[src/hw/sampling_clock_and_clamp_control_pkg.sv]
// Shared constants for the sampling clock and clamp control block.
// Assumes an 8-bit register port with byte-wide data and byte addresses.

package sampling_clock_and_clamp_control_pkg;

  // ----------------------------------------------------------------
  // Register port, phase field and counter widths
  // ----------------------------------------------------------------
  localparam int unsigned ADDR_W = 8;
  localparam int unsigned DATA_W = 8;
  localparam int unsigned PHASE_W = 5;
  localparam int unsigned COUNT_W = 8;

  // ----------------------------------------------------------------
  // Register offsets
  // ----------------------------------------------------------------
  localparam logic [7:0] SYNC_CTRL_ADDR = 8'h0e;
  localparam logic [7:0] CLAMP_CTRL_ADDR = 8'h0f;
  localparam logic [7:0] CLOCK_SEL_ADDR = 8'h15;
  localparam logic [7:0] CLAMP_DELAY_ADDR = 8'h20;
  localparam logic [7:0] CLAMP_WIDTH_ADDR = 8'h21;
  localparam logic [7:0] STATUS_ADDR = 8'h22;
  localparam logic [7:0] MODE_ADDR = 8'h23;
  localparam logic [7:0] PHASE_ADDR = 8'h24;

  // ----------------------------------------------------------------
  // Field positions
  // ----------------------------------------------------------------
  localparam int unsigned HS_POL_BIT = 6;
  localparam int unsigned EXT_CLAMP_BIT = 7;
  localparam int unsigned CLAMP_POL_BIT = 6;
  localparam int unsigned COAST_POL_BIT = 3;
  localparam int unsigned EXT_CLK_BIT = 0;
  localparam int unsigned YUV_BIT = 0;
  localparam int unsigned ST_CLAMP_BIT = 0;
  localparam int unsigned ST_COAST_BIT = 1;
  localparam int unsigned ST_HSYNC_BIT = 2;
  localparam int unsigned ST_GREEN_BIT = 3;
  localparam int unsigned ST_EXTCLK_BIT = 4;

  // ----------------------------------------------------------------
  // Reset values
  // ----------------------------------------------------------------
  localparam logic HS_POL_RST = 1'b1;
  localparam logic EXT_CLAMP_RST = 1'b0;
  localparam logic CLAMP_POL_RST = 1'b1;
  localparam logic COAST_POL_RST = 1'b1;
  localparam logic EXT_CLK_RST = 1'b0;
  localparam logic YUV_RST = 1'b0;
  localparam logic [7:0] CLAMP_DELAY_RST = 8'h08;
  localparam logic [7:0] CLAMP_WIDTH_RST = 8'h14;
  localparam logic [4:0] PHASE_RST = 5'h00;

endpackage

[src/hw/clamp_timer.sv]
// Internal clamp timer: delay then duration after each start pulse.
// Assumes one count per pixel clock cycle, which is core_clk here.

`timescale 1ns/10ps
`default_nettype none

module clamp_timer #(
  parameter int unsigned COUNT_W = sampling_clock_and_clamp_control_pkg::COUNT_W
) (
  input wire logic core_clk,
  input wire logic sys_rst,
  input wire logic startPulse,
  input wire logic [COUNT_W-1:0] delayCount,
  input wire logic [COUNT_W-1:0] widthCount,
  output logic clampOn
);

  // ----------------------------------------------------------------
  // State
  // ----------------------------------------------------------------
  typedef enum logic [2:0] {
    IDLE = 3'b001,
    DELAY = 3'b010,
    HOLD = 3'b100
  } phase_t;

  typedef struct packed {
    phase_t state;
    logic [COUNT_W-1:0] cnt;
  } timer_t;

  timer_t s_q;
  timer_t s_d;

  if (COUNT_W < 1 || COUNT_W > 8) begin : g_bad_width
    $error("clamp_timer: COUNT_W must be 1 to 8");
  end

  // ----------------------------------------------------------------
  // Next state
  // ----------------------------------------------------------------
  always_comb begin
    s_d = s_q;
    case (s_q.state)
      DELAY: begin
        s_d.cnt = s_q.cnt - 1'b1;
        if (s_q.cnt == 1) begin
          s_d.state = (widthCount == 0) ? IDLE : HOLD;
          s_d.cnt = widthCount;
        end
      end
      HOLD: begin
        s_d.cnt = s_q.cnt - 1'b1;
        if (s_q.cnt == 1) begin
          s_d.state = IDLE;
        end
      end
      default: begin
        s_d.state = IDLE;
      end
    endcase
    // A new edge restarts both counts, even mid-interval
    if (startPulse) begin
      if (delayCount != 0) begin
        s_d.state = DELAY;
        s_d.cnt = delayCount;
      end else begin
        s_d.state = (widthCount == 0) ? IDLE : HOLD;
        s_d.cnt = widthCount;
      end
    end
  end

  always_ff @(posedge core_clk or posedge sys_rst) begin
    if (sys_rst) begin
      s_q.state <= IDLE;
      s_q.cnt <= '0;
    end else begin
      s_q <= s_d;
    end
  end

  assign clampOn = (s_q.state == HOLD);

  // ----------------------------------------------------------------
  // Checks
  // ----------------------------------------------------------------
  property p_restart;
    @(posedge core_clk) disable iff (sys_rst)
    startPulse && delayCount != 0 |=> s_q.state == DELAY && s_q.cnt == $past(delayCount);
  endproperty
  a_restart: assert property (p_restart) else $error("Timer did not restart delay");

  property p_hold_end;
    @(posedge core_clk) disable iff (sys_rst)
    s_q.state == HOLD && s_q.cnt == 1 && !startPulse |=> s_q.state == IDLE;
  endproperty
  a_hold_end: assert property (p_hold_end) else $error("Clamp interval overran");

endmodule

`default_nettype wire

[src/hw/sampling_clock_and_clamp_control.sv]
// Control logic around the digitiser sampling path: clamp, coast,
// clock source, sampling inversion and green-channel sync output.
// Assumes all pins are synchronous to core_clk, the pixel clock.
//
// What this block and the controller around it do
// External clamp select picks clamp pin; resets 0
// Select 0: ignore pin, time clamp internally
// Clamp polarity bit sets clamp pin level
// Clamp to ground in RGB, midscale YUV
// Hold input freezes clock generator sync
// Hold polarity bit sets level; resets 1
// External clock select uses external clock pin
// Other functions, phase adjust, keep working
// Inversion input shifts sampling half a pixel
// Controller alternates odd and even pixel frames; the model just follows invReq, set once per run
// Controller toggles inversion only during blanking
// Drive comparator result out uninverted
// Unused clamp pin low, select 0
// Unused hold input kept inactive by polarity
// Leading edge for clock, trailing for clamp
// Clamp counters restart each trailing edge

`timescale 1ns/10ps
`default_nettype none

module sampling_clock_and_clamp_control #(
  parameter int unsigned COUNT_W = sampling_clock_and_clamp_control_pkg::COUNT_W
) (
  input wire logic core_clk,
  input wire logic sys_rst,
  input wire logic [7:0] regAddr,
  input wire logic [7:0] regWrData,
  input wire logic regWrEn,
  input wire logic regRdEn,
  output logic [7:0] regRdData,
  input wire logic hsyncIn,
  input wire logic clampIn,
  input wire logic coastIn,
  input wire logic altClockInput,
  input wire logic samplePhaseInvert,
  input wire logic greenSyncCompare,
  output logic clampActive,
  output logic clampToGround,
  output logic clampToMidscale,
  output logic pllRefPulse,
  output logic coastActive,
  output logic altClockSelect,
  output logic altClockSeen,
  output logic sampleClockInvert,
  output logic [4:0] phaseAdjust,
  output logic greenSyncOut
);

  // ----------------------------------------------------------------
  // State record
  // ----------------------------------------------------------------
  typedef struct packed {
    logic hsPrev;
    logic hsPol;
    logic extClamp;
    logic clampPol;
    logic coastPol;
    logic extClk;
    logic yuv;
    logic [COUNT_W-1:0] clampDelay;
    logic [COUNT_W-1:0] clampWidth;
    logic [4:0] phase;
    logic [7:0] rdData;
    logic clampActive;
    logic toGround;
    logic toMid;
    logic pllRef;
    logic coastActive;
    logic altSeen;
    logic invert;
    logic greenSync;
  } ctrl_t;

  ctrl_t s_q;
  ctrl_t s_d;
  logic timerClamp;
  logic riseEdge;
  logic fallEdge;
  logic leadEdge;
  logic trailEdge;
  logic coastNow;
  logic extClampNow;

  if (COUNT_W < 1 || COUNT_W > sampling_clock_and_clamp_control_pkg::DATA_W) begin : g_bad_width
    $error("COUNT_W must fit the 8-bit register data");
  end

  // Polarity bit 1 means the pin is active high
  function automatic logic pinActive(input logic pin, input logic pol);
    pinActive = (pin == pol);
  endfunction

  // ----------------------------------------------------------------
  // Sync edges and qualifiers
  // ----------------------------------------------------------------
  assign riseEdge = hsyncIn & ~s_q.hsPrev;
  assign fallEdge = ~hsyncIn & s_q.hsPrev;
  assign leadEdge = s_q.hsPol ? riseEdge : fallEdge;
  assign trailEdge = s_q.hsPol ? fallEdge : riseEdge;
  assign coastNow = pinActive(coastIn, s_q.coastPol);
  assign extClampNow = pinActive(clampIn, s_q.clampPol);

  clamp_timer #(
    .COUNT_W(COUNT_W)
  ) u_clamp_timer (
    .core_clk(core_clk),
    .sys_rst(sys_rst),
    .startPulse(trailEdge),
    .delayCount(s_q.clampDelay),
    .widthCount(s_q.clampWidth),
    .clampOn(timerClamp)
  );

  // ----------------------------------------------------------------
  // Next state
  // ----------------------------------------------------------------
  always_comb begin
    s_d = s_q;
    s_d.hsPrev = hsyncIn;

    // Register writes; reserved bits are not stored
    if (regWrEn) begin
      if (regAddr == sampling_clock_and_clamp_control_pkg::SYNC_CTRL_ADDR) begin
        s_d.hsPol = regWrData[sampling_clock_and_clamp_control_pkg::HS_POL_BIT];
      end else if (regAddr == sampling_clock_and_clamp_control_pkg::CLAMP_CTRL_ADDR) begin
        s_d.extClamp = regWrData[sampling_clock_and_clamp_control_pkg::EXT_CLAMP_BIT];
        s_d.clampPol = regWrData[sampling_clock_and_clamp_control_pkg::CLAMP_POL_BIT];
        s_d.coastPol = regWrData[sampling_clock_and_clamp_control_pkg::COAST_POL_BIT];
      end else if (regAddr == sampling_clock_and_clamp_control_pkg::CLOCK_SEL_ADDR) begin
        s_d.extClk = regWrData[sampling_clock_and_clamp_control_pkg::EXT_CLK_BIT];
      end else if (regAddr == sampling_clock_and_clamp_control_pkg::CLAMP_DELAY_ADDR) begin
        s_d.clampDelay = regWrData[COUNT_W-1:0];
      end else if (regAddr == sampling_clock_and_clamp_control_pkg::CLAMP_WIDTH_ADDR) begin
        s_d.clampWidth = regWrData[COUNT_W-1:0];
      end else if (regAddr == sampling_clock_and_clamp_control_pkg::MODE_ADDR) begin
        s_d.yuv = regWrData[sampling_clock_and_clamp_control_pkg::YUV_BIT];
      end else if (regAddr == sampling_clock_and_clamp_control_pkg::PHASE_ADDR) begin
        s_d.phase = regWrData[4:0];
      end
    end

    // Register reads; unmapped offsets and reserved bits read zero
    s_d.rdData = '0;
    if (regRdEn) begin
      if (regAddr == sampling_clock_and_clamp_control_pkg::SYNC_CTRL_ADDR) begin
        s_d.rdData[sampling_clock_and_clamp_control_pkg::HS_POL_BIT] = s_q.hsPol;
      end else if (regAddr == sampling_clock_and_clamp_control_pkg::CLAMP_CTRL_ADDR) begin
        s_d.rdData[sampling_clock_and_clamp_control_pkg::EXT_CLAMP_BIT] = s_q.extClamp;
        s_d.rdData[sampling_clock_and_clamp_control_pkg::CLAMP_POL_BIT] = s_q.clampPol;
        s_d.rdData[sampling_clock_and_clamp_control_pkg::COAST_POL_BIT] = s_q.coastPol;
      end else if (regAddr == sampling_clock_and_clamp_control_pkg::CLOCK_SEL_ADDR) begin
        s_d.rdData[sampling_clock_and_clamp_control_pkg::EXT_CLK_BIT] = s_q.extClk;
      end else if (regAddr == sampling_clock_and_clamp_control_pkg::CLAMP_DELAY_ADDR) begin
        s_d.rdData[COUNT_W-1:0] = s_q.clampDelay;
      end else if (regAddr == sampling_clock_and_clamp_control_pkg::CLAMP_WIDTH_ADDR) begin
        s_d.rdData[COUNT_W-1:0] = s_q.clampWidth;
      end else if (regAddr == sampling_clock_and_clamp_control_pkg::STATUS_ADDR) begin
        s_d.rdData[sampling_clock_and_clamp_control_pkg::ST_CLAMP_BIT] = s_q.clampActive;
        s_d.rdData[sampling_clock_and_clamp_control_pkg::ST_COAST_BIT] = s_q.coastActive;
        s_d.rdData[sampling_clock_and_clamp_control_pkg::ST_HSYNC_BIT] = s_q.hsPrev;
        s_d.rdData[sampling_clock_and_clamp_control_pkg::ST_GREEN_BIT] = s_q.greenSync;
        s_d.rdData[sampling_clock_and_clamp_control_pkg::ST_EXTCLK_BIT] = s_q.altSeen;
      end else if (regAddr == sampling_clock_and_clamp_control_pkg::MODE_ADDR) begin
        s_d.rdData[sampling_clock_and_clamp_control_pkg::YUV_BIT] = s_q.yuv;
      end else if (regAddr == sampling_clock_and_clamp_control_pkg::PHASE_ADDR) begin
        s_d.rdData[4:0] = s_q.phase;
      end
    end

    // Clamp source: the pin is ignored unless selected
    s_d.clampActive = s_q.extClamp ? extClampNow : timerClamp;
    s_d.toGround = s_d.clampActive & ~s_q.yuv;
    s_d.toMid = s_d.clampActive & s_q.yuv;

    // Coast freezes the generator: no reference edge reaches it
    s_d.coastActive = coastNow;
    s_d.pllRef = leadEdge & ~coastNow;

    // External clock pin level while selected, only a presence hint for software
    s_d.altSeen = s_q.extClk & altClockInput;

    // Inversion follows the pin; glitch-free use is the controller's job
    s_d.invert = samplePhaseInvert;
    s_d.greenSync = greenSyncCompare;
  end

  always_ff @(posedge core_clk or posedge sys_rst) begin
    if (sys_rst) begin
      s_q <= '0;
      s_q.hsPol <= sampling_clock_and_clamp_control_pkg::HS_POL_RST;
      s_q.extClamp <= sampling_clock_and_clamp_control_pkg::EXT_CLAMP_RST;
      s_q.clampPol <= sampling_clock_and_clamp_control_pkg::CLAMP_POL_RST;
      s_q.coastPol <= sampling_clock_and_clamp_control_pkg::COAST_POL_RST;
      s_q.extClk <= sampling_clock_and_clamp_control_pkg::EXT_CLK_RST;
      s_q.yuv <= sampling_clock_and_clamp_control_pkg::YUV_RST;
      s_q.clampDelay <= sampling_clock_and_clamp_control_pkg::CLAMP_DELAY_RST[COUNT_W-1:0];
      s_q.clampWidth <= sampling_clock_and_clamp_control_pkg::CLAMP_WIDTH_RST[COUNT_W-1:0];
      s_q.phase <= sampling_clock_and_clamp_control_pkg::PHASE_RST;
    end else begin
      s_q <= s_d;
    end
  end

  // ----------------------------------------------------------------
  // Outputs, all straight from the state record
  // ----------------------------------------------------------------
  assign regRdData = s_q.rdData;
  assign clampActive = s_q.clampActive;
  assign clampToGround = s_q.toGround;
  assign clampToMidscale = s_q.toMid;
  assign pllRefPulse = s_q.pllRef;
  assign coastActive = s_q.coastActive;
  assign altClockSelect = s_q.extClk;
  assign altClockSeen = s_q.altSeen;
  assign sampleClockInvert = s_q.invert;
  // Phase setting is independent of the clock source
  assign phaseAdjust = s_q.phase;
  assign greenSyncOut = s_q.greenSync;

  // ----------------------------------------------------------------
  // Checks
  // ----------------------------------------------------------------
  property p_ext_clamp_on;
    @(posedge core_clk) disable iff (sys_rst)
    s_q.extClamp && clampIn == s_q.clampPol |=> clampActive;
  endproperty
  a_ext_clamp_on: assert property (p_ext_clamp_on) else $error("Selected clamp pin not followed");

  property p_pin_ignored;
    @(posedge core_clk) disable iff (sys_rst)
    !s_q.extClamp |=> clampActive == $past(timerClamp);
  endproperty
  a_pin_ignored: assert property (p_pin_ignored) else $error("Clamp pin used while deselected");

  property p_clamp_pol;
    @(posedge core_clk) disable iff (sys_rst)
    s_q.extClamp && clampIn != s_q.clampPol |=> !clampActive;
  endproperty
  a_clamp_pol: assert property (p_clamp_pol) else $error("Inactive clamp level gave a clamp");

  property p_clamp_level;
    @(posedge core_clk) disable iff (sys_rst)
    clampActive |-> (clampToGround != clampToMidscale) && (clampToMidscale == $past(s_q.yuv));
  endproperty
  a_clamp_level: assert property (p_clamp_level) else $error("Wrong clamp reference level");

  property p_coast_block;
    @(posedge core_clk) disable iff (sys_rst)
    coastIn == s_q.coastPol |=> coastActive && !pllRefPulse;
  endproperty
  a_coast_block: assert property (p_coast_block) else $error("Reference edge passed during coast");

  property p_coast_cause;
    @(posedge core_clk) disable iff (sys_rst)
    $rose(coastActive) |-> $past(coastIn) == $past(s_q.coastPol);
  endproperty
  a_coast_cause: assert property (p_coast_cause) else $error("Coast without active hold input");

  property p_clock_select;
    @(posedge core_clk) disable iff (sys_rst)
    regWrEn && regAddr == sampling_clock_and_clamp_control_pkg::CLOCK_SEL_ADDR
      |=> altClockSelect == $past(regWrData[0]);
  endproperty
  a_clock_select: assert property (p_clock_select) else $error("Clock select write lost");

  property p_phase_kept;
    @(posedge core_clk) disable iff (sys_rst)
    !(regWrEn && regAddr == sampling_clock_and_clamp_control_pkg::PHASE_ADDR) |=> $stable(phaseAdjust);
  endproperty
  a_phase_kept: assert property (p_phase_kept) else $error("Phase changed without a write");

  property p_invert;
    @(posedge core_clk) disable iff (sys_rst)
    samplePhaseInvert |=> sampleClockInvert;
  endproperty
  a_invert: assert property (p_invert) else $error("Sampling inversion not applied");

  property p_invert_off;
    @(posedge core_clk) disable iff (sys_rst)
    !samplePhaseInvert |=> !sampleClockInvert;
  endproperty
  a_invert_off: assert property (p_invert_off) else $error("Sampling inversion stuck on");

  property p_coast_release;
    @(posedge core_clk) disable iff (sys_rst)
    coastIn != s_q.coastPol |=> !coastActive;
  endproperty
  a_coast_release: assert property (p_coast_release) else $error("Coast held with inactive hold input");

  property p_green;
    @(posedge core_clk) disable iff (sys_rst)
    ##1 greenSyncOut == $past(greenSyncCompare);
  endproperty
  a_green: assert property (p_green) else $error("Green sync output inverted or late");

  property p_lead_edge;
    @(posedge core_clk) disable iff (sys_rst)
    pllRefPulse |-> $past(hsyncIn) == $past(s_q.hsPol) && $past(s_q.hsPrev) != $past(s_q.hsPol);
  endproperty
  a_lead_edge: assert property (p_lead_edge) else $error("Reference pulse on wrong sync edge");

endmodule

`default_nettype wire

[config.mk]
export PLATFORM = sky130hd
export DESIGN_NAME = sampling_clock_and_clamp_control
export DESIGN_NICKNAME = d
export VERILOG_FILES = /design/src/hw/sampling_clock_and_clamp_control_pkg.sv /design/src/hw/clamp_timer.sv /design/src/hw/sampling_clock_and_clamp_control.sv
export SDC_FILE = /design/constraint.sdc
export NUM_CORES = 1
export LEC_CHECK = 0
export ABC_AREA = 1
export ABC_CLOCK_PERIOD_IN_PS = 4150
export BUFFER_PORTS_ARGS = -buffer_cell sky130_fd_sc_hd__buf_2
export CORE_ASPECT_RATIO = 1.2
export CORE_MARGIN = 2
export CORE_UTILIZATION = 35
export CTS_CLUSTER_SIZE = 14
export DETAILED_ROUTE_END_ITERATION = 12
export GPL_ROUTABILITY_DRIVEN = 0
export PLACE_DENSITY = 0.54
export SYNTH_ARGS = -nofsm -noshare
export SYNTH_HDL_FRONTEND = slang
export SYNTH_SLANG_ARGS = --single-unit
[constraint.sdc]
create_clock -name core_clk -period 4.15 [get_ports core_clk]
set_input_delay 0.2075 -clock core_clk [delete_from_list [all_inputs] [get_ports core_clk]]
set_output_delay 0.2075 -clock core_clk [all_outputs]
set_load 0.05 [all_outputs]
=== After elaboration in Yosys (flattened, before gate mapping) ===
Index checks and enable logic that the tools add are counted.

* Memories: 0
* Register bits: 55
* Latch bits: 0
* Output and inout port bits: 22
* RAM bits: 0
* Word-level logic and storage cells: 99
* Input port bits: 26
* Memory bits (read-only): 0

* $add $sub $neg: 1
* $lt $le $gt $ge: 0
* Shift-type cells: 0
* Bitwise gates (word level): 16
* Reduce and logical (&&, ||, !) cells: 11
* Multiply operators: 0
* Divide/modulo/power cells: 0
* Multiplexer cells: 35
* Equal/unequal tests: 15

{| class="wikitable"
|+ Operator list
! operator !! count
|-
| two-way mux 5 bit || 11
|-
| == test 8 x 6 -> 1 bit (second input constant) || 5
|-
| two-way mux 11 bit || 3
|-
| == test 8 x 4 -> 1 bit (second input constant) || 2
|-
| two-way mux 8 bit || 2
|-
| one-hot mux 8 bit (2 select lines) || 1
|-
| two-way mux 3 bit || 4
|-
| NOT 1 bit || 10
|-
| == test 8 x 1 -> 1 bit (second input constant) || 1
|-
| == test 8 x 5 -> 1 bit (second input constant) || 1
|-
| zero test 8 bit || 1
|-
| two-way mux 1 bit || 8
|-
| AND reduction 8 bit || 1
|-
| nonzero test 8 bit || 1
|-
| subtractor 8 x 1 -> 8 bit (second input constant) || 1
|-
| two-way mux 7 bit || 1
|-
| AND reduction 7 bit || 1
|-
| AND 1 bit || 6
|-
| two-way mux 6 bit || 1
|-
| one-hot mux 3 bit (2 select lines) || 1
|-
| AND reduction 6 bit || 1
|-
| AND reduction 5 bit || 1
|-
| two-way mux 2 bit || 2
|-
| two-way mux 4 bit || 1
|-
| other kinds (9) || 11
|}

=== Depth between registers and ports, before layout ===
* Depth after elaboration: 18
* Mapped depth: 10
* Gate-level depth less buffers: 10

=== Hierarchy ===
Synthesis repeated with hierarchy kept, for this count alone.

* Cell total of the unflattened synthesis: 436
* Area, all modules: 3238.1 um^2

{| class="wikitable"
|+ By module, submodules not included
! module !! cells an instance !! instances !! area each (um^2) !! sequential area each (um^2)
|-
| sampling_clock_and_clamp_control || 270 || 1 || 2238.4 || 1108.6
|-
| clamp_timer || 166 || 1 || 999.7 || 276.5
|}

=== Worst setup path before layout ===
Ideal clock, no wire load.

* Path kind: reg2reg
* Start: register u_clamp_timer.s_q[1] in the netlist's numbering
* End: register u_clamp_timer.s_q[1] in the netlist's numbering
* Arrival: 1297 ps
* Library setup time: 122 ps
* Path slack: 2731 ps
* Data required time: 4028 ps
* Path buffers: 0
* Clock period less this slack: 1419 ps
* Cell stages (with the launch flop): 10
* Cells stage by stage: dfrtp_1 > inv_1 > ha_1 > nand3_1 > nor2_4 > nand2_2 > o21ai_1 > nand2_1 > nand2_1 > o21ai_1

* Longest elaborated chain between the ends: 4
* Elaborated cells on any way between the ends: 5
* Classes of those cells: 1 x add/sub; 1 x eq/ne; 3 x mux

{| class="wikitable"
|+ RTL lines
! item !! RTL line !! RTL
|-
| start, declared || clamp_timer.sv:32 || <nowiki>timer_t s_q;</nowiki>
|-
| subtractor 8 x 1 -> 8 bit or == test 8 x 1 -> 1 bit (tied branches) || clamp_timer.sv:46, clamp_timer.sv:53, clamp_timer.sv:47 ||
|-
| two-way mux 11 bit || clamp_timer.sv:47 || <nowiki>if (s_q.cnt == 1) begin</nowiki>
|-
| one-hot mux 8 bit (2 select lines) * || clamp_timer.sv:44 || <nowiki>case (s_q.state)</nowiki>
|-
| two-way mux 11 bit * || clamp_timer.sv:63 || <nowiki>if (startPulse) begin</nowiki>
|}

Mark *: on every way between the ends. The rest lies on a longest branch, timed or not. The select of a mux whose other input is x is not followed.
A chain may end at the register's enable or synchronous reset.

=== Final worst setup path ===
* Start: register s_q[42] in the netlist's numbering
* End: register u_clamp_timer.s_q[8] in the netlist's numbering

* Longest elaborated chain between the ends: 3
* Elaborated cells on any way between the ends: 5
* Classes of those cells: 2 x eq/ne; 2 x mux; 1 x reduce/logical

{| class="wikitable"
|+ RTL lines
! item !! RTL line !! RTL
|-
| start, declared || sampling_clock_and_clamp_control.sv:79 || <nowiki>ctrl_t s_q;</nowiki>
|-
| two-way mux 1 bit * || sampling_clock_and_clamp_control.sv:104 || <nowiki>assign trailEdge = s_q.hsPol ? fallEdge : riseEdge;</nowiki>
|-
| != test 3 x 2 -> 1 bit (no line) or != test 3 x 1 -> 1 bit (tied branches) || - ||
|-
| AND reduction 2 bit (no line) || - ||
|}

Mark *: on every way between the ends. The rest lies on a longest branch, timed or not.

==> metrics.md <==
| Metric | Value |
|---|---|
| Result of the run | finished, final reports clean |
| Quantity of I/O buffers inserted on ports | between 40 and 50 |
| Vias in the first global route | 2680 |
| Num rows | 38 |
| Hold wc startpoint | hsyncIn |
| # H-tree levels | 2 |
| Final HPWL from detailed placement | just over 6000 µm |
| Effective utilization at floorplan | about 35% |
| Number of clock sinks | 55 |
| Pre-Repair DR Iteration Count | 4 |
| Routed vias | around 2800 |
| Die width | between 90 and 100 µm |
| Post-CTS Hold Fix Bufs | 2 |
| Antenna diode count | 0 |
| Worst setup EP type | register |
| Total Die Area | between 9000 and 10000 µm² |
| Power per Cell Area | between 300 and 400 nW/µm² |
| Nets@finish | roughly 480 |
| Synth warn | 0 |
| DRC violations left | 0 |
| Share of the clock period used by the worst path | between 40% and 50% |
| Average wire per standard cell | 14.28 µm |
| Combined global-route utilization of all metal layers | about 17% |
| Most repeated cell in the gate-level netlist after synthesis | nand2_1 |
| Layout-stage area growth over the synthesis result | 12.12% |
| Clock tree from TritonCTS | done |
| Arrival time of the worst setup path | roughly 1900 ps |
| Synth Instances | ~410 |
| Transition at the pin with the smallest max-transition slack | 710.6 ps |
| DR vias/cell | about 4.9 |
| Proportion of layout cells with a drive suffix above 1 | 24.50% |
| Vertical die dimension | between 100 and 150 µm |
| Root buffer selected by CTS | clkbuf_8 |
| Core area | ~9000 µm² |
| Total overflow reported by the global router | 0 |
| Setup-failing EPs final | 0 |
| Post-Synthesis Mean Instance Area | 7.746 µm² |
| Final count of pins violating max slew | 0 |
| Antenna viol nets, final | 0 |
| Post-synthesis sequential area ratio | between 40% and 50% |
| Startpoint types | register |
| Static leakage | between 0.0015 and 0.002 µW |
| Time the worst path needs with I/O delays and setup | 1669 ps |
| Unrepaired setup endpoints after global routing | false |
| Starting DRC count in detailed routing | about 140 |
| Top cell type by total area after synthesis | dfrtp_1 |
| I/O pin total | 48 |
| Fraction of synthesis flops using an asynchronous set or reset pin | 100.0% |
| Data required time of the worst path | 4400 ps |
| Wire length of the first global-routing pass | about 13000 µm |
| Maximum clock insertion buffer count | 2 |
| Synth Cell Area | around 3200 µm² |
| Count of different cell masters after synthesis | 36 |
| Overall power | about 1400 µW |
| Post-CTS setup buffers | 0 |
| Main area contributors after synthesis | dfrtp_1 38%, nand2_1 14%, dfstp_2 5.8%, nand3_1 4.9%, inv_1 4.4% |
| Maximum capacitance violations | 0 |
| Number of antenna violations at the first check in global routing | 0 |
| Final TNS setup | 0 ps |
| Commonest cells post-synth | 119 x nand2_1, 48 x dfrtp_1, 37 x inv_1 |
| Path category of the worst min-delay check | in -> reg |
| Syn nets | 437 |
| First element of the critical path | s_q[42] |
| Synthesized flop and latch total | 55 |
| Clock tree skew after final layout | 8.979 ps |
| Post_cts resized | 0 |
| Total routed wirelength | just over 8000 µm |
| Fin. Hold Viols | 0 |
| Most used DFF post-synth | dfrtp_1 |
| Worst vdd rail ir drop | between 0.15 and 0.2 mV |
| Worst relative slew slack | ~53% |
| Clock network latency to the later pin of the worst-skew pair | about 320 ps |
| EDFF count, synth | 0 |
| Maximum number of pins on one net before global-route repair | 56 |
| Total clock buffers created by CTS | 5 |
| Launch point of the worst reg-to-reg path | s_q[42] |
| Clock slew at the register clock pins of the worst setup and hold paths | approximately 100 ps |
| Filler cell count | ~1000 |
| Max Freq | between 500 and 600 MHz |
| Critical path start-end classification | reg -> reg |
| Worst Path Max Fanout | 15 |
| Top-area cell type share of the netlist area | 37.91% |
where the power goes:
| group | switching (µW) | internal [µW] | total [µW] | leakage [µW] |
|---|---|---|---|---|
| sequential | 51.1 | 594 | 645 | 0.000718 |
| clock | 181 | 180 | 361 | 0.0000581 |
| combinational | 267 | 136 | 403 | 0.00105 |
| total | 499 | 910 | 1410 | 0.00183 |
per-layer routing:
metal	GRT usage [%]	wire length, µm	vias to the layer above
li1	-	-	1382
met1	21.31	3500	1321
met2	31.08	4197	57
met3	2.160	239	14
met4	6.169	186	0
met5	0	0	-
placed cells by master (no fill, tap or decap), drive strengths merged:
cell	instances
inv	46
dfstp	7
nand3b	1
nand2	130
nand4	11
a21oi	16
buf	48
bufinv	1
nor2	42
ha	2
clkinv	3
nor3	5
xor2	2
clkbuf	5
xnor2	2
dfrtp	48
and2	1
mux2	1
a211oi	1
nand3	32
dlygate4sd3	2
or2	1
o22ai	4
o21ai	36
nor4	2
worst max-delay path, stage by stage (launching register included):
cell and delay [ps]:
dfstp_2 620, nand3_1 110, o21ai_2 180, inv_2 230, o21ai_2 120, o21ai_1 110, and2_4 160, nor2_1 80
area by class of cell:
cell class | instances | area [µm²] | area share (%)
Clock inverter | 3 | 43.79 | 1.233
Sequential cell | 55 | 1385 | 38.99
Timing Repair Buffer | 50 | 262.8 | 7.397
Clock buffer | 5 | 68.82 | 1.937
Tap cell | 120 | 150.1 | 4.227
Multi-Input combinational cell | 289 | 1465 | 41.25
Inverter | 47 | 176.4 | 4.967
flip-flops by register name (all words and copies together), names as in the netlist:
| register | count |
|---|---|
| pllRefPulse | 1 |
| phaseAdjust | 5 |
| greenSyncOut | 1 |
| u_clamp_timer.s_q | 11 |
| coastActive | 1 |
| altClockSeen | 1 |
| s_q | 22 |
| sampleClockInvert | 1 |
| clampActive | 1 |
| regRdData | 8 |
| altClockSelect | 1 |
| clampToMidscale | 1 |
| clampToGround | 1 |
metrics by stage:
step | utilization, % | instances | hold slack, ps | setup slack, ps | area, µm²
final | 39.74 | 569 | 35.64 | 2481 | 3552
after global routing | 39.74 | 569 | 28.66 | 2377 | 3552
after CTS | 39.74 | 569 | 26.69 | 2483 | 3552
after detailed placement | 38.26 | 559 | 316.8 | 2513 | 3420
after global placement | 38.26 | 559 | 315.2 | 2513 | 3420
after floorplan | - | 409 | 238.9 | 2611 | 3168
logic make-up (layout without fill, tap and decap cells):
logic type	count (synthesis)	count (layout)	synth area share, %
buf+inv	65	105	10.03
mux	1	1	0.4738
fa+ha+maj	2	2	0.7898
compound gates	57	57	10.43
flops	55	55	43.72
simple gates	225	225	33.45
xor+xnor	4	4	1.106
final timing paths:
check                                            end  slack [ps]  cells after the start
min in group asynchronous               regRdData[0]          70                      3
worst max register to register  u_clamp_timer.s_q[8]        2480                      7
worst max-delay path            u_clamp_timer.s_q[8]        2480                      7
worst min register to register         clampToGround         490                      1
worst min-delay path                         s_q[43]          40                      1
max in group asynchronous             phaseAdjust[0]        3600                      3
No activity file was read; power rests on OpenSTA's default activity.
